<file path="config.mk">
export PLATFORM = sky130hd
export DESIGN_NAME = tcp_top
export DESIGN_NICKNAME = d
export VERILOG_FILES = /design/src/verilog/tcp_pkg.sv /design/src/verilog/tcp_ch_if.sv /design/src/verilog/tcp_top.sv /design/src/verilog/tcp_unit.sv
export SDC_FILE = /design/constraint.sdc
export NUM_CORES = 1
export LEC_CHECK = 0
export BUFFER_PORTS_ARGS = -buffer_cell sky130_fd_sc_hd__buf_2
export CORE_MARGIN = 10
export CORE_UTILIZATION = 35
export DETAILED_ROUTE_END_ITERATION = 10
export GPL_TIMING_DRIVEN = 1
export PLACE_DENSITY = 0.57
export RECOVER_POWER = 100
export SLEW_MARGIN = 20
export SYNTH_ARGS = -nofsm -noshare
export SYNTH_HDL_FRONTEND = slang
export SYNTH_SLANG_ARGS = --single-unit
</file>
<file path="constraint.sdc">
create_clock -name clk_i -period 2.1 [get_ports clk_i]
set_clock_uncertainty 0.05 [all_clocks]
set_input_delay 0.21 -clock clk_i [delete_from_list [all_inputs] [get_ports clk_i]]
set_output_delay 0.21 -clock clk_i [all_outputs]
set_load 0.01 [all_outputs]
</file>
<file path="src/verilog/tcp_pkg.sv">
// Shared constants for the channel 0 pin function select block
package tcp_pkg;
  localparam int CNT_W = 16;
  localparam int ADDR_W = 8;
  // Register byte offsets
  localparam logic [7:0] OFF_CTRL = 8'h00;
  localparam logic [7:0] OFF_CNT = 8'h04;
  localparam logic [7:0] OFF_GRA = 8'h08;
  localparam logic [7:0] OFF_GRC = 8'h0C;
  localparam logic [7:0] OFF_STATUS = 8'h10;
  localparam logic [7:0] OFF_CLEAR = 8'h14;
  localparam logic [7:0] OFF_IRQ_EN = 8'h18;
  // Control register field positions
  localparam int SEL_A_LSB = 0;
  localparam int SEL_C_LSB = 4;
  localparam int BUF_A_BIT = 8;
  localparam int RUN_BIT = 9;
  localparam int CTRL_W = 10;
  // Select field bit positions
  localparam int SEL_ROLE_BIT = 3;
  localparam int SEL_LEVEL_BIT = 2;
  // Status bit positions
  localparam int ST_A_MATCH = 0;
  localparam int ST_A_CAPT = 1;
  localparam int ST_C_MATCH = 2;
  localparam int ST_C_CAPT = 3;
  localparam int ST_W = 4;
  localparam int ST_PIN_A = 8;
  localparam int ST_PIN_C = 9;
  // Reset values
  localparam logic [CTRL_W-1:0] CTRL_RST = 10'h000;
  localparam logic [CNT_W-1:0] CNT_RST = 16'h0000;
  localparam logic [CNT_W-1:0] GR_RST = 16'hFFFF;
  localparam logic [ST_W-1:0] ST_RST = 4'h0;
  // AXI responses
  localparam logic [1:0] RESP_OKAY = 2'b00;
  localparam logic [1:0] RESP_SLVERR = 2'b10;
endpackage

</file>
<file path="src/verilog/tcp_ch_if.sv">
// Carrier between the top and one general register unit
`timescale 1ns/1ps
interface tcp_ch_if;
  logic [3:0] sel;
  logic sel_wr;
  logic inhibit;
  logic [tcp_pkg::CNT_W-1:0] cnt;
  logic cnt_run;
  logic ch1_tick;
  logic ce;
  logic wr_en;
  logic [tcp_pkg::CNT_W-1:0] wr_data;
  logic pin_i;
  logic match;
  logic capture;
  logic pin_o;
  logic pin_oe;
  logic [tcp_pkg::CNT_W-1:0] gr;
  modport ctrl (
    output sel, sel_wr, inhibit, cnt, cnt_run, ch1_tick, ce, wr_en, wr_data, pin_i,
    input match, capture, pin_o, pin_oe, gr
  );
  modport unit (
    input sel, sel_wr, inhibit, cnt, cnt_run, ch1_tick, ce, wr_en, wr_data, pin_i,
    output match, capture, pin_o, pin_oe, gr
  );
endinterface

</file>
<file path="src/verilog/tcp_top.sv">
// Channel 0 pin function select with AXI4-Lite register access
//
// Design decisions made here: the register addresses and register access over AXI4-Lite.
`timescale 1ns/1ps
module tcp_top (
  input wire logic clk_i,
  input wire logic rst_n_i,
  input wire logic ce_i,
  input wire logic [tcp_pkg::ADDR_W-1:0] s_axi_awaddr,
  input wire logic s_axi_awvalid,
  output logic s_axi_awready,
  input wire logic [31:0] s_axi_wdata,
  input wire logic [3:0] s_axi_wstrb,
  input wire logic s_axi_wvalid,
  output logic s_axi_wready,
  output logic [1:0] s_axi_bresp,
  output logic s_axi_bvalid,
  input wire logic s_axi_bready,
  input wire logic [tcp_pkg::ADDR_W-1:0] s_axi_araddr,
  input wire logic s_axi_arvalid,
  output logic s_axi_arready,
  output logic [31:0] s_axi_rdata,
  output logic [1:0] s_axi_rresp,
  output logic s_axi_rvalid,
  input wire logic s_axi_rready,
  input wire logic ch1_count_tick_i,
  input wire logic ch0_pin_a_i,
  output logic ch0_pin_a_o,
  output logic ch0_pin_a_oe_o,
  input wire logic ch0_pin_c_i,
  output logic ch0_pin_c_o,
  output logic ch0_pin_c_oe_o,
  output logic irq_o
);
  tcp_ch_if ch_a ();
  tcp_ch_if ch_c ();

  logic aw_hold_reg;
  logic [tcp_pkg::ADDR_W-1:0] aw_addr_reg;
  logic w_hold_reg;
  logic [31:0] w_data_reg;
  logic [3:0] w_strb_reg;
  logic bvalid_reg;
  logic [1:0] bresp_reg;
  logic rvalid_reg;
  logic [31:0] rdata_reg;
  logic [1:0] rresp_reg;
  logic [tcp_pkg::CTRL_W-1:0] ctrl_reg;
  logic [tcp_pkg::CNT_W-1:0] cnt_reg;
  logic [tcp_pkg::ST_W-1:0] status_reg;
  logic [tcp_pkg::ST_W-1:0] irq_en_reg;
  logic [tcp_pkg::ST_W-1:0] events;
  logic do_write;
  logic wr_ctrl;
  logic wr_cnt;
  logic wr_clear;
  logic wr_irq_en;
  logic wr_hit;
  logic [31:0] rd_word;
  logic rd_hit;
  logic [31:0] ctrl_word;
  logic [31:0] cnt_word;
  logic [31:0] ctrl_merged;
  logic [31:0] cnt_merged;
  logic [31:0] gra_merged;
  logic [31:0] grc_merged;
  logic sel_wr_reg;

  // Merge a written word into an old one by byte strobes
  function automatic logic [31:0] merge_strb(input logic [31:0] old_v,
                                             input logic [31:0] new_v,
                                             input logic [3:0] strb);
    logic [31:0] res;
    res = old_v;
    for (int i = 0; i < 4; i++) begin
      if (strb[i]) begin
        res[i*8 +: 8] = new_v[i*8 +: 8];
      end
    end
    return res;
  endfunction

  // Zero-extend a counter-width value into a bus word
  function automatic logic [31:0] widen(input logic [tcp_pkg::CNT_W-1:0] v);
    return {{(32 - tcp_pkg::CNT_W){1'b0}}, v};
  endfunction

  // Write address and data may arrive in either order; each is held until both are in
  assign s_axi_awready = ce_i & ~aw_hold_reg & ~bvalid_reg;
  assign s_axi_wready = ce_i & ~w_hold_reg & ~bvalid_reg;
  assign do_write = ce_i & aw_hold_reg & w_hold_reg & ~bvalid_reg;

  always_ff @(posedge clk_i or negedge rst_n_i) begin
    if (!rst_n_i) begin
      aw_hold_reg <= 1'b0;
      aw_addr_reg <= '0;
    end else if (s_axi_awvalid && s_axi_awready) begin
      aw_hold_reg <= 1'b1;
      aw_addr_reg <= s_axi_awaddr;
    end else if (do_write) begin
      aw_hold_reg <= 1'b0;
    end
  end

  always_ff @(posedge clk_i or negedge rst_n_i) begin
    if (!rst_n_i) begin
      w_hold_reg <= 1'b0;
      w_data_reg <= 32'h0000_0000;
      w_strb_reg <= 4'h0;
    end else if (s_axi_wvalid && s_axi_wready) begin
      w_hold_reg <= 1'b1;
      w_data_reg <= s_axi_wdata;
      w_strb_reg <= s_axi_wstrb;
    end else if (do_write) begin
      w_hold_reg <= 1'b0;
    end
  end

  // Write decode; unmapped or read-only offsets answer SLVERR
  assign wr_ctrl = do_write & (aw_addr_reg == tcp_pkg::OFF_CTRL);
  assign wr_cnt = do_write & (aw_addr_reg == tcp_pkg::OFF_CNT);
  assign wr_clear = do_write & (aw_addr_reg == tcp_pkg::OFF_CLEAR);
  assign wr_irq_en = do_write & (aw_addr_reg == tcp_pkg::OFF_IRQ_EN);
  assign ch_a.wr_en = do_write & (aw_addr_reg == tcp_pkg::OFF_GRA);
  assign ch_c.wr_en = do_write & (aw_addr_reg == tcp_pkg::OFF_GRC);
  assign wr_hit = wr_ctrl | wr_cnt | wr_clear | wr_irq_en | ch_a.wr_en | ch_c.wr_en;

  always_ff @(posedge clk_i or negedge rst_n_i) begin
    if (!rst_n_i) begin
      bvalid_reg <= 1'b0;
      bresp_reg <= tcp_pkg::RESP_OKAY;
    end else if (ce_i) begin
      if (do_write) begin
        bvalid_reg <= 1'b1;
        bresp_reg <= wr_hit ? tcp_pkg::RESP_OKAY : tcp_pkg::RESP_SLVERR;
      end else if (s_axi_bready) begin
        bvalid_reg <= 1'b0;
      end
    end
  end

  assign s_axi_bvalid = bvalid_reg;
  assign s_axi_bresp = bresp_reg;

  // Strobed write words; slices are taken from these nets, never from a call
  assign ctrl_merged = merge_strb(ctrl_word, w_data_reg, w_strb_reg);
  assign cnt_merged = merge_strb(cnt_word, w_data_reg, w_strb_reg);
  assign gra_merged = merge_strb(widen(ch_a.gr), w_data_reg, w_strb_reg);
  assign grc_merged = merge_strb(widen(ch_c.gr), w_data_reg, w_strb_reg);

  // Control register: select fields, buffer flag, counter run
  assign ctrl_word = {{(32 - tcp_pkg::CTRL_W){1'b0}}, ctrl_reg};

  always_ff @(posedge clk_i or negedge rst_n_i) begin
    if (!rst_n_i) begin
      ctrl_reg <= tcp_pkg::CTRL_RST;
    end else if (wr_ctrl) begin
      ctrl_reg <= ctrl_merged[tcp_pkg::CTRL_W-1:0];
    end
  end

  // Select strobe lags the control write by one edge, so the units see the new field
  always_ff @(posedge clk_i or negedge rst_n_i) begin
    if (!rst_n_i) begin
      sel_wr_reg <= 1'b0;
    end else if (ce_i) begin
      sel_wr_reg <= wr_ctrl & w_strb_reg[0];
    end
  end

  // Channel 0 counter: free-running up count while enabled, loadable by software
  assign cnt_word = widen(cnt_reg);

  always_ff @(posedge clk_i or negedge rst_n_i) begin
    if (!rst_n_i) begin
      cnt_reg <= tcp_pkg::CNT_RST;
    end else if (wr_cnt) begin
      cnt_reg <= cnt_merged[tcp_pkg::CNT_W-1:0];
    end else if (ce_i && ctrl_reg[tcp_pkg::RUN_BIT]) begin
      cnt_reg <= cnt_reg + 16'h0001;
    end
  end

  // Feed both units; select writes retrigger the initial pin level
  assign ch_a.sel = ctrl_reg[tcp_pkg::SEL_A_LSB +: 4];
  assign ch_c.sel = ctrl_reg[tcp_pkg::SEL_C_LSB +: 4];
  assign ch_a.sel_wr = sel_wr_reg;
  assign ch_c.sel_wr = sel_wr_reg;

  // Only C can serve as a buffer, so A is never silenced
  assign ch_a.inhibit = 1'b0;
  assign ch_c.inhibit = ctrl_reg[tcp_pkg::BUF_A_BIT];

  // Counter, run state and channel 1 activity fan out to both units
  assign ch_a.cnt = cnt_reg;
  assign ch_c.cnt = cnt_reg;
  assign ch_a.cnt_run = ctrl_reg[tcp_pkg::RUN_BIT];
  assign ch_c.cnt_run = ctrl_reg[tcp_pkg::RUN_BIT];
  assign ch_a.ch1_tick = ch1_count_tick_i;
  assign ch_c.ch1_tick = ch1_count_tick_i;
  assign ch_a.ce = ce_i;
  assign ch_c.ce = ce_i;
  assign ch_a.wr_data = gra_merged[tcp_pkg::CNT_W-1:0];
  assign ch_c.wr_data = grc_merged[tcp_pkg::CNT_W-1:0];

  // Raw pins; each unit synchronises its own before any logic reads it
  assign ch_a.pin_i = ch0_pin_a_i;
  assign ch_c.pin_i = ch0_pin_c_i;

  tcp_unit u_unit_a (
    .clk_i(clk_i),
    .rst_n_i(rst_n_i),
    .ch(ch_a)
  );

  tcp_unit u_unit_c (
    .clk_i(clk_i),
    .rst_n_i(rst_n_i),
    .ch(ch_c)
  );

  assign ch0_pin_a_o = ch_a.pin_o;
  assign ch0_pin_a_oe_o = ch_a.pin_oe;
  assign ch0_pin_c_o = ch_c.pin_o;
  assign ch0_pin_c_oe_o = ch_c.pin_oe;

  // Sticky status; a new event wins over a clear in the same cycle
  assign events = {ch_c.capture, ch_c.match, ch_a.capture, ch_a.match};

  always_ff @(posedge clk_i or negedge rst_n_i) begin
    if (!rst_n_i) begin
      status_reg <= tcp_pkg::ST_RST;
    end else if (ce_i) begin
      // Clear ignores byte strobes; every written one clears its bit
      if (wr_clear) begin
        status_reg <= (status_reg & ~w_data_reg[tcp_pkg::ST_W-1:0]) | events;
      end else begin
        status_reg <= status_reg | events;
      end
    end
  end

  always_ff @(posedge clk_i or negedge rst_n_i) begin
    if (!rst_n_i) begin
      irq_en_reg <= tcp_pkg::ST_RST;
    end else if (wr_irq_en && w_strb_reg[0]) begin
      irq_en_reg <= w_data_reg[tcp_pkg::ST_W-1:0];
    end
  end

  // Level interrupt straight from flops, no extra latency
  assign irq_o = |(status_reg & irq_en_reg);

  // Read decode; the clear register reads as zero
  always_comb begin
    rd_word = 32'h0000_0000;
    rd_hit = 1'b1;
    case (s_axi_araddr)
      tcp_pkg::OFF_CTRL: rd_word = ctrl_word;
      tcp_pkg::OFF_CNT: rd_word = cnt_word;
      tcp_pkg::OFF_GRA: rd_word = widen(ch_a.gr);
      tcp_pkg::OFF_GRC: rd_word = widen(ch_c.gr);
      tcp_pkg::OFF_STATUS: begin
        rd_word[tcp_pkg::ST_W-1:0] = status_reg;
        rd_word[tcp_pkg::ST_PIN_A] = ch_a.pin_o;
        rd_word[tcp_pkg::ST_PIN_C] = ch_c.pin_o;
      end
      tcp_pkg::OFF_CLEAR: rd_word = 32'h0000_0000;
      tcp_pkg::OFF_IRQ_EN: rd_word[tcp_pkg::ST_W-1:0] = irq_en_reg;
      default: rd_hit = 1'b0;
    endcase
  end

  // One read in flight; data held until the master takes it
  assign s_axi_arready = ce_i & ~rvalid_reg;

  always_ff @(posedge clk_i or negedge rst_n_i) begin
    if (!rst_n_i) begin
      rvalid_reg <= 1'b0;
      rdata_reg <= 32'h0000_0000;
      rresp_reg <= tcp_pkg::RESP_OKAY;
    end else if (ce_i) begin
      if (s_axi_arvalid && s_axi_arready) begin
        rvalid_reg <= 1'b1;
        rdata_reg <= rd_word;
        rresp_reg <= rd_hit ? tcp_pkg::RESP_OKAY : tcp_pkg::RESP_SLVERR;
      end else if (s_axi_rready) begin
        rvalid_reg <= 1'b0;
      end
    end
  end

  assign s_axi_rvalid = rvalid_reg;
  assign s_axi_rdata = rdata_reg;
  assign s_axi_rresp = rresp_reg;
endmodule

</file>
<file path="src/verilog/tcp_unit.sv">
// One general register with its compare or capture pin function
`timescale 1ns/1ps
module tcp_unit (
  input wire logic clk_i,
  input wire logic rst_n_i,
  tcp_ch_if.unit ch
);
  logic sync1_reg;
  logic sync2_reg;
  logic prev_reg;
  logic pin_reg;
  logic [tcp_pkg::CNT_W-1:0] gr_reg;
  logic role;
  logic rise;
  logic fall;
  logic cap_src;

  // Two-stage synchroniser plus edge history; first stage feeds only the second
  always_ff @(posedge clk_i or negedge rst_n_i) begin
    if (!rst_n_i) begin
      sync1_reg <= 1'b0;
      sync2_reg <= 1'b0;
      prev_reg <= 1'b0;
    end else if (ch.ce) begin
      sync1_reg <= ch.pin_i;
      sync2_reg <= sync1_reg;
      prev_reg <= sync2_reg;
    end
  end

  assign role = ch.sel[tcp_pkg::SEL_ROLE_BIT];
  assign rise = sync2_reg & ~prev_reg;
  assign fall = ~sync2_reg & prev_reg;

  // Capture source decode from the low three bits
  always_comb begin
    case (ch.sel[2:0])
      3'b000: cap_src = rise;
      3'b001: cap_src = fall;
      3'b010, 3'b011: cap_src = rise | fall;
      default: cap_src = ch.ch1_tick;
    endcase
  end

  // Inhibit silences both roles while this register is a buffer
  assign ch.capture = ch.ce & ~ch.inhibit & role & cap_src;
  assign ch.match = ch.ce & ~ch.inhibit & ~role & ch.cnt_run & (ch.cnt == gr_reg);

  // General register: capture beats a bus write in the same cycle
  always_ff @(posedge clk_i or negedge rst_n_i) begin
    if (!rst_n_i) begin
      gr_reg <= tcp_pkg::GR_RST;
    end else if (ch.capture) begin
      gr_reg <= ch.cnt;
    end else if (ch.ce && ch.wr_en) begin
      gr_reg <= ch.wr_data;
    end
  end

  // Pin level: initial level on select write, then the match action
  always_ff @(posedge clk_i or negedge rst_n_i) begin
    if (!rst_n_i) begin
      pin_reg <= 1'b0;
    end else if (ch.ce && ch.sel_wr && !role) begin
      pin_reg <= ch.sel[tcp_pkg::SEL_LEVEL_BIT];
    end else if (ch.match) begin
      case (ch.sel[1:0])
        2'b01: pin_reg <= 1'b0;
        2'b10: pin_reg <= 1'b1;
        2'b11: pin_reg <= ~pin_reg;
        default: pin_reg <= pin_reg;
      endcase
    end
  end

  assign ch.pin_o = pin_reg;
  assign ch.pin_oe = ~ch.inhibit & ~role & (ch.sel[1:0] != 2'b00);
  assign ch.gr = gr_reg;
endmodule

</file>
==> flow_summary.json, run 1 <==
{
  "status": "finished, violations left",
  "violations": "setup timing",
  "required_ns": 2.37,
  "finalWeightedCongestion": 0.872,
  "cts_buffers": 17,
  "synth_compound_area_frac": 0.119,
  "p_leak_uw": 0.00392,
  "cp-startpoint": "aw_addr_reg[6]",
  "grt.met3_usage": 0.0398,
  "netlist_instances": 674,
  "drv_slew": 0,
  "routed_via_density": 5.08,
  "endpoint_kind": "register",
  "grt_max_degree": 43,
  "ant_nets": 0,
  "power.total_uw": 8720,
  "hp-start": "s_axi_araddr[0]",
  "core_area_sq_um": 18900,
  "rsz0062_at_grt": "true",
  "grt_util_all_layers": 0.152,
  "period_share": 1.01,
  "nets": 874,
  "power.density_nw_per_um2": 1010,
  "synth_top_area_cell": "dfrtp_1",
  "clk_latency_ns": 0.43,
  "busiest_layer": "met2",
  "synth_top_area_frac": 0.336,
  "ys_async_sr_fraction": 1.00,
  "r2r-start": "aw_addr_reg[6]",
  "finalSetupViolCount": 2,
  "ios": 109,
  "wirelength_um": 19000,
  "crit_top_cell": "or4_4",
  "synth_adder_area_share": 0.00923,
  "critical_path_class": "register to register",
  "finalWorstSetupSlack_ns": -0.0149,
  "syn_area_sq_um": 6780,
  "syn_to_final_growth_pct": 26.9,
  "clockBufferDepth": 2,
  "muxShareOfSynthArea": 0.161,
  "min_period_ns": 2.11,
  "synthDistinctLibCells": 61,
  "fin_util": 0.455,
  "yosysWarnings": 0,
  "dp_hpwl_um": 13800,
  "dieArea_sq_um": 25300,
  "critPathBufInv": 0,
  "rows": 50,
  "layout_commonest_cell": "nand2_1",
  "min_path_type": "primary input to register",
  "slowest_stage": "or4_4",
  "clkTransAtPathRegs_ns": 0.06,
  "antennaDiodeCount": 0,
  "path_cells": "or4_4, or4_4, nor2_8, nor2_2, o221a_1",
  "clock-sinks": 123,
  "firstDrtPassIters": 5,
  "synth_edf_count": 0,
  "die_h_um": 159,
  "relSlewSlack": 0.253,
  "drive_gt1_frac": 0.299,
  "antenna_found_initial": 0,
  "die_w_um": 159,
  "synth_top_flop_cell": "dfrtp_1",
  "wl_per_cell_um": 17.6,
  "layout_common_cells": "96 x nand2_1, 91 x dfrtp_1, 54 x o21ai_0",
  "grtUsageMet1": 0.209,
  "synth-simple-area-share": 0.152,
  "crit_family": "simple AND/OR/NAND/NOR gates",
  "finalSetupTns_ns": -0.0185,
  "ir_worst_vdd_v": 0.000464,
  "cts_root_buffer": "clkbuf_16",
  "grt_pass1_wl_um": 31200,
  "io_buffers": 72,
  "use_met2": 0.226,
  "max_freq_mhz": 473,
  "grt_pass1_vias": 5548,
  "arrival_ns": 2.38,
  "cts_tree": "yes",
  "start_kind": "register",
  "timing.hold.ws_ns": 0.0836,
  "slowest_delay_ns": 0.60,
  "yosys_register_bits": 123,
  "tightest_slew_ns": 1.12,
  "syn_area_per_cell_sq_um": 10.1,
  "ys_seq_area_frac": 0.460,
  "crit_fanout": 6,
  "vias": 5483,
  "ctsHtreeMaxLevel": 4,
  "hold_viol": 0,
  "ys_top_cells_by_area": "dfrtp_1 34%, dfstp_2 12%, mux2_2 8.5%, mux2i_1 5.6%, nand2_1 5.4%",
  "drc": 0,
  "synthXorXnorAreaFrac": 0.0426,
  "drv_cap": 0,
  "synth_top_family_by_area": "multiplexers",
  "drt_iter0_markers": 363,
  "grt-ovfl-total": 0,
  "initial_core_util": 0.359
}
==> worst register-to-register path: stages (launching register included) <==
cell and delay (ns):
dfrtp_1 0.37, or4_4 0.60, or4_4 0.52, nor2_8 0.19, nor2_2 0.04, o221a_1 0.23
==> cells in the mapped netlist (all sizes together) (3+ instances only) <==
master	number
xor2	8
ha	5
a21oi	11
dfrtp	91
dfstp	32
o22ai	4
nand2	98
nor3	14
a21o	6
o221a	3
and3	4
xnor2	25
o211ai	3
nor2	31
a22oi	9
nand4	13
clkbuf	36
a31oi	6
and2	3
nor2b	4
mux2	51
buf	29
o21a	3
o21ai	69
nor4	7
nand4b	3
mux2i	38
inv	13
mux4	6
or4	5
nand3	18
==> worst paths after layout <==
kind | slack [ns] | end | depth (start not counted)
max | -0.01 | ch_a.cnt[6] | 5
min | 0.08 | s_axi_rdata[3] | 4
max reg2reg | -0.01 | ch_a.cnt[6] | 5
min reg2reg | 0.42 | s_axi_rdata[12] | 2
max in group asynchronous | 0.35 | u_unit_c.ch.gr[2] | 3
min in group asynchronous | 0.48 | s_axi_rdata[10] | 2
==> per-stage QoR <==
stage / cell area [sq um] / setup slack (ns) / cells
floorplan: 6860 / -0.0269 / 691
global placement: 7690 / -0.0949 / 1012
detailed placement: 7690 / -0.120 / 1012
CTS: 8610 / -0.0365 / 1078
global route: 8610 / -0.0588 / 1079
finish: 8610 / -0.0149 / 1079
==> per-layer routing <==
metal  routed length, um  up-vias
met4                 300        0
met2                8460      163
met5                   0        -
met1                9170     2656
li1                    -     2648
met3                1040       16
==> layout make-up <==
class                           count  area (sq um)
Timing Repair Buffer              161          1100
Fill cell                        1844         10300
Tap cell                          260           325
Inverter                           13          48.8
Multi-Input combinational cell    490          3420
Sequential cell                   123          3120
Clock inverter                     12           121
Clock buffer                       20           467
==> cells by family (layout without fill, tap and decap cells) <==
kind of cell,count (synthesis),after routing
xor+xnor,33,33
compound gates,131,131
mux,95,95
fa+ha+maj,5,5
other cells,1,18
simple gates,208,208
flops,123,123
buf+inv,78,206
==> where the power goes <==
part           internal [uW]  leakage [uW]  switching, uW
Sequential              2910       0.00152            751
Clock                   1820      0.000287           1080
Combinational           1080       0.00211           1070
Total                   5820       0.00392           2900
==> what timing repair did <==
action	4_1_cts	5_1_grt
pin swaps	3	14
hold buffers	31	0
buffers inserted	3	0
gates resized for setup	3	36
cloned	0	1
endpoints found under the setup margin	16	56
hold endpoints to repair	53	0
(Power assumes the default switching activity.)
==> run 2, diff against run 1 <==
Settings changed: PLACE_DENSITY 0.57 to 0.56, REMOVE_ABC_BUFFERS from default to 1, SYNTH_HIERARCHICAL from default to 1.
==> run 2 against run 1 <==
- the flow still finishes with violations (setup timing)
- combinational power grew 27%
- worst setup slack worse by 0.021 ns
- non-clock buffer count is 4 higher
- first-iteration DRC count rose by 42%
- synthesized cell count grew 17%
- final area is 10% higher
- sequential cell count unchanged
- critical endpoint is now u_unit_a/ch.gr[14]
- largest cell class unchanged
==> flow_summary.json, run 2 <==
{
  "critical_path_class": "register to register",
  "ir_worst_vdd_v": 0.000479,
  "grt_util_all_layers": 0.154,
  "layout_commonest_cell": "nand2_1",
  "syn_area_per_cell_sq_um": 9.46,
  "finalSetupTns_ns": -0.301,
  "dieArea_sq_um": 27600,
  "synth_edf_count": 0,
  "reg2reg_depth": 8,
  "netlist_instances": 790,
  "cp.depth": 8,
  "start_kind": "register",
  "die_w_um": 166,
  "rows": 53,
  "ctsHtreeMaxLevel": 4,
  "arrival_ns": 2.44,
  "clk_latency_ns": 0.42,
  "yosys_register_bits": 123,
  "synth_top_area_cell": "dfrtp_1",
  "slowest_delay_ns": 0.60,
  "min_period_ns": 2.14,
  "dp_hpwl_um": 15600,
  "layout_common_cells": "104 x nand2_1, 91 x dfrtp_1, 62 x o21ai_0",
  "place_ws_ns": -0.112,
  "p_leak_uw": 0.00422,
  "status": "finished, violations left",
  "synth_top_area_frac": 0.305,
  "drive_gt1_frac": 0.283,
  "critPathBufInv": 2,
  "tightest_slew_ns": 0.989,
  "synth_top_flop_cell": "dfrtp_1",
  "drc": 0,
  "drt_iter0_markers": 516,
  "die_h_um": 166,
  "nets": 1011,
  "io_buffers": 72,
  "synth.most_common_cell": "nand2_1",
  "routed_via_density": 5.11,
  "min_path_type": "primary input to register",
  "period_share": 1.02,
  "syn_area_sq_um": 7470,
  "ys_seq_area_frac": 0.417,
  "crit_family": "simple AND/OR/NAND/NOR gates",
  "max_freq_mhz": 468,
  "antenna_found_initial": 0,
  "finalWorstSetupSlack_ns": -0.0364,
  "cts_root_buffer": "clkbuf_16",
  "rsz0062_at_grt": "true",
  "required_ns": 2.40,
  "hold_viol": 0,
  "synthTopCellsByCount": "106 x nand2_1, 91 x dfrtp_1, 86 x o21ai_0, 48 x inv_1, 43 x mux2_2",
  "yosysWarnings": 6,
  "finalSetupViolCount": 16,
  "relSlewSlack": 0.341,
  "wl_per_cell_um": 17.8,
  "clkTransAtPathRegs_ns": 0.06,
  "ys_async_sr_fraction": 1.00,
  "ys_top_cells_by_area": "dfrtp_1 30%, dfstp_2 11%, mux2_2 6.5%, o21ai_0 5.8%, nand2_1 5.3%",
  "wirelength_um": 21700,
  "synthDistinctLibCells": 62,
  "grt_pass1_vias": 6172,
  "clockBufferDepth": 2,
  "grt-ovfl-total": 0,
  "slowest_stage": "or4_4",
  "power.density_nw_per_um2": 972,
  "clock-sinks": 123,
  "core_area_sq_um": 21000,
  "drv_cap": 0,
  "crit_fanout": 8,
  "ios": 109,
  "grt_pass1_wl_um": 34500,
  "endpoint_kind": "register",
  "firstDrtPassIters": 5,
  "cts_tree": "yes",
  "antennaDiodeCount": 0,
  "syn_to_final_growth_pct": 26.7,
  "finalWeightedCongestion": 0.875,
  "violations": "setup timing",
  "holdPathStages": 3,
  "path_cells": "or4_4, nor3_4, buf_6, and3_4, nand2_4, buf_12, mux2i_2, o21ai_1",
  "grt_max_degree": 60,
  "drv_slew": 0,
  "cts_buffers": 17,
  "ant_nets": 0,
  "vias": 6252,
  "initial_core_util": 0.356
}
[run 2: cell count changes after synthesis, sizes merged, moves of 10 or more]
cell and delta:
nand2b +10, nand2 +11, nand4 +10, o21ai +29
inv +35, clkbuf -15
[run 2: path summary, 6_finish.rpt]
path	start	end	slack [ns]
max	aw_addr_reg[5]	u_unit_a/ch.gr[14]	-0.04
min	s_axi_araddr[1]	s_axi_rresp[1]	0.07
max reg2reg	aw_addr_reg[5]	u_unit_a/ch.gr[14]	-0.04
min reg2reg	s_axi_rdata[14]	s_axi_rdata[14]	0.42
max in group asynchronous	rst_n_i	ch_a.cnt[9]	0.26
min in group asynchronous	rst_n_i	s_axi_rdata[11]	0.35
[run 2: metal layers]
layer  up-vias  GRT usage  wire (um)
met3        22     0.0407       1080
met5         -          0          0
li1       3045          -          -
met1      2995      0.214      10500
met2       190      0.234       9820
met4         0     0.0358        299
[run 2: layout make-up]
cell class	count	area [sq um]
fill	2028	11500
multi-input combinational	580	3970
inverter	48	180
tap	275	344
clock inverter	13	168
clock buffer	19	443
sequential	123	3120
timing repair buffer	165	1250
[run 2: metrics by stage]
| stage | cell area [sq um] | instances | utilization | total power (uW) | hold slack, ns |
|---|---|---|---|---|---|
| finish | 9470 | 1223 | 0.451 | 9200 | 0.0688 |
| global route | 9470 | 1223 | 0.451 | 9740 | 0.0930 |
| CTS | 9400 | 1220 | 0.447 | 9240 | 0.0514 |
| detailed placement | 8390 | 1150 | 0.399 | 6090 | 0.126 |
| global placement | 8390 | 1150 | 0.399 | 6050 | 0.122 |
| floorplan | 7180 | 751 | - | 4910 | -0.136 |
[run 2: power breakdown]
part	total, uW	leakage [uW]	switching (uW)	internal (uW)
clock	3040	0.000282	1140	1900
combinational	2720	0.00242	1470	1250
sequential	3450	0.00152	574	2870
[run 2: tightest hold or removal path, cell delays in order]
cell,delay (ns)
buf_2,0.07
nor2_1,0.06
a31oi_1,0.15
[run 2: cells by family (layout without fill, tap and decap cells)]
family,count (synthesis),in the layout,share of synthesized area
AND/OR/NAND/NOR,264,264,0.181
AO/OA/AOI/OAI,172,172,0.145
flip-flops,123,123,0.417
buffers and inverters,106,245,0.0728
multiplexers,86,86,0.132
XOR/XNOR,25,25,0.0293
adder cells (fa/ha/maj),13,13,0.0218
other,1,20,0.000502
[run 2: repair_timing]
item,4_1_cts,5_1_grt
endpoints found under the setup margin,47,60
pin swaps,8,17
gates resized for setup,19,26
hold buffers,31,0
gates cloned,1,2
buffers inserted,6,2
endpoints found under the hold margin,57,0
==> run 3, diff against run 2 <==
--- a/config.mk
+++ b/config.mk
@@ -8,3 +8,3 @@
 export BUFFER_PORTS_ARGS = -buffer_cell sky130_fd_sc_hd__buf_2
-export CORE_MARGIN = 10
+export CORE_MARGIN = 4
 export CORE_UTILIZATION = 35
==> constraint.sdc (replaced) <==
create_clock -name clk_i -period 2.1 [get_ports clk_i]
set_clock_uncertainty 0.05 [all_clocks]
set_input_delay 0.105 -clock clk_i [delete_from_list [all_inputs] [get_ports clk_i]]
set_output_delay 0.105 -clock clk_i [all_outputs]
set_load 0.01 [all_outputs]
==> run 3 against run 2 <==
- clock power is 3% lower
- global-route usage is 2.4 points higher
- via count is 0.88% lower
- the flow still finishes with violations (setup timing)
- non-clock buffer count is 1 lower
- core utilization is 0.30 points lower
- routed wire length is 3.5% lower
- first-iteration DRC count is 11% lower
- worst hold slack worse by 0.020 ns
==> flow_summary.json, run 3 (same netlist as run 2, synthesis figures left out) <==
{
  "arrival_ns": 2.43,
  "path_cells": "or4_4, or4_4, buf_12, a21oi_2, o221a_1",
  "ant_nets": 0,
  "crit_fanout": 5,
  "finalWeightedCongestion": 0.898,
  "clk_latency_ns": 0.43,
  "firstDrtPassIters": 5,
  "crit_top_cell": "or4_4",
  "ctsHtreeMaxLevel": 4,
  "layout_common_cells": "105 x nand2_1, 91 x dfrtp_1, 71 x buf_2",
  "finalSetupViolCount": 3,
  "drv_slew": 0,
  "max_freq_mhz": 471,
  "grt_pass1_vias": 6015,
  "required_ns": 2.41,
  "tightest_slew_ns": 0.984,
  "min_path_type": "primary input to register",
  "ios": 109,
  "wirelength_um": 21000,
  "finalWorstSetupSlack_ns": -0.0211,
  "relSlewSlack": 0.344,
  "wl_per_cell_um": 17.2,
  "violations": "setup timing",
  "ir_worst_vdd_v": 0.000563,
  "status": "finished, violations left",
  "rsz0062_at_grt": "true",
  "post_dp_cell_area_sq_um": 8390,
  "fin_area_sq_um": 9410,
  "routed_via_density": 5.07,
  "critical_path_class": "register to register",
  "start_kind": "register",
  "cts_tree": "yes",
  "drive_gt1_frac": 0.300,
  "die_h_um": 154,
  "core_area_sq_um": 21000,
  "drv_cap": 0,
  "antenna_found_initial": 0,
  "clock-sinks": 123,
  "cts_root_buffer": "clkbuf_16",
  "cts_buffers": 17,
  "power.density_nw_per_um2": 964,
  "grt-ovfl-total": 0,
  "vias": 6197,
  "grt_pass1_wl_um": 33300,
  "place_ws_ns": -0.0903,
  "die_w_um": 154,
  "dieArea_sq_um": 23800,
  "clkTransAtPathRegs_ns": 0.06,
  "slowest_stage": "or4_4",
  "clockBufferDepth": 2,
  "rows": 53,
  "drt_iter0_markers": 459,
  "nets": 1010,
  "io_buffers": 72,
  "syn_to_final_growth_pct": 25.9,
  "drc": 0,
  "slowest_delay_ns": 0.60,
  "min_period_ns": 2.12,
  "grt_max_degree": 49,
  "period_share": 1.01,
  "initial_core_util": 0.356,
  "dp_hpwl_um": 15200,
  "grt_util_all_layers": 0.179,
  "hold_viol": 0,
  "p_leak_uw": 0.00425,
  "layout_commonest_cell": "nand2_1",
  "endpoint_kind": "register",
  "antennaDiodeCount": 0
}
[run 3: cell type report]
class / instances / area (sq um)
sequential: 123 / 3120
clock buffer: 19 / 443
inverter: 48 / 180
timing repair buffer: 164 / 1250
fill: 2067 / 11600
multi-input combinational: 580 / 3930
tap: 275 / 344
clock inverter: 13 / 143
[run 3: worst paths after layout]
path | startpoint | end | slack (ns) | cells past startpoint
setup / recovery | aw_addr_reg[0] | ch_a.cnt[2] | -0.02 | 5
hold / removal | s_axi_araddr[6] | s_axi_rresp[1] | 0.05 | 4
setup reg to reg | aw_addr_reg[0] | ch_a.cnt[2] | -0.02 | 5
hold reg to reg | s_axi_rdata[14] | s_axi_rdata[14] | 0.43 | 2
max in group asynchronous | rst_n_i | u_unit_a/ch.gr[2] | 0.45 | 3
min in group asynchronous | rst_n_i | w_data_reg[5] | 0.34 | 2
[run 3: metrics by stage]
stage | power (uW) | instances | hold slack [ns] | util | setup TNS [ns]
2_1_floorplan | 4910 | 751 | -0.241 | - | -5.55
3_3_place_gp | 6070 | 1151 | 0.0726 | 0.399 | -0.776
3_5_place_dp | 6110 | 1151 | 0.0743 | 0.399 | -2.39
4_1_cts | 9130 | 1220 | 0.0325 | 0.445 | 0
5_1_grt | 9640 | 1222 | 0.0798 | 0.448 | -2.39
6_report | 9070 | 1222 | 0.0489 | 0.448 | -0.0367
[run 3: critical path: cells and delay by family (launching register included)]
kind / cells / cell delay, ns
AND/OR/NAND/NOR: 2 / 1.16
flip-flops: 1 / 0.38
AO/OA/AOI/OAI: 2 / 0.30
buffers and inverters: 1 / 0.17
[run 3: metal layers]
layer | track usage | part of all wire
met4 | 0.0542 | 0.017
met5 | 0 | 0
met2 | 0.276 | 0.46
met1 | 0.253 | 0.48
met3 | 0.0363 | 0.047
[run 3: power by group]
| group | switching (uW) | internal (uW) | total, uW |
|---|---|---|---|
| clock | 1160 | 1780 | 2940 |
| combinational | 1450 | 1240 | 2690 |
| sequential | 567 | 2870 | 3440 |
| total | 3180 | 5900 | 9070 |
[run 3: repair_timing]
action,in CTS,in global routing
resized for setup,6,26
hold endpoints to repair,68,0
pin swaps,3,4
hold buffers,33,0
setup buffers,4,1
gates cloned,0,1
endpoints found under the setup margin,45,50
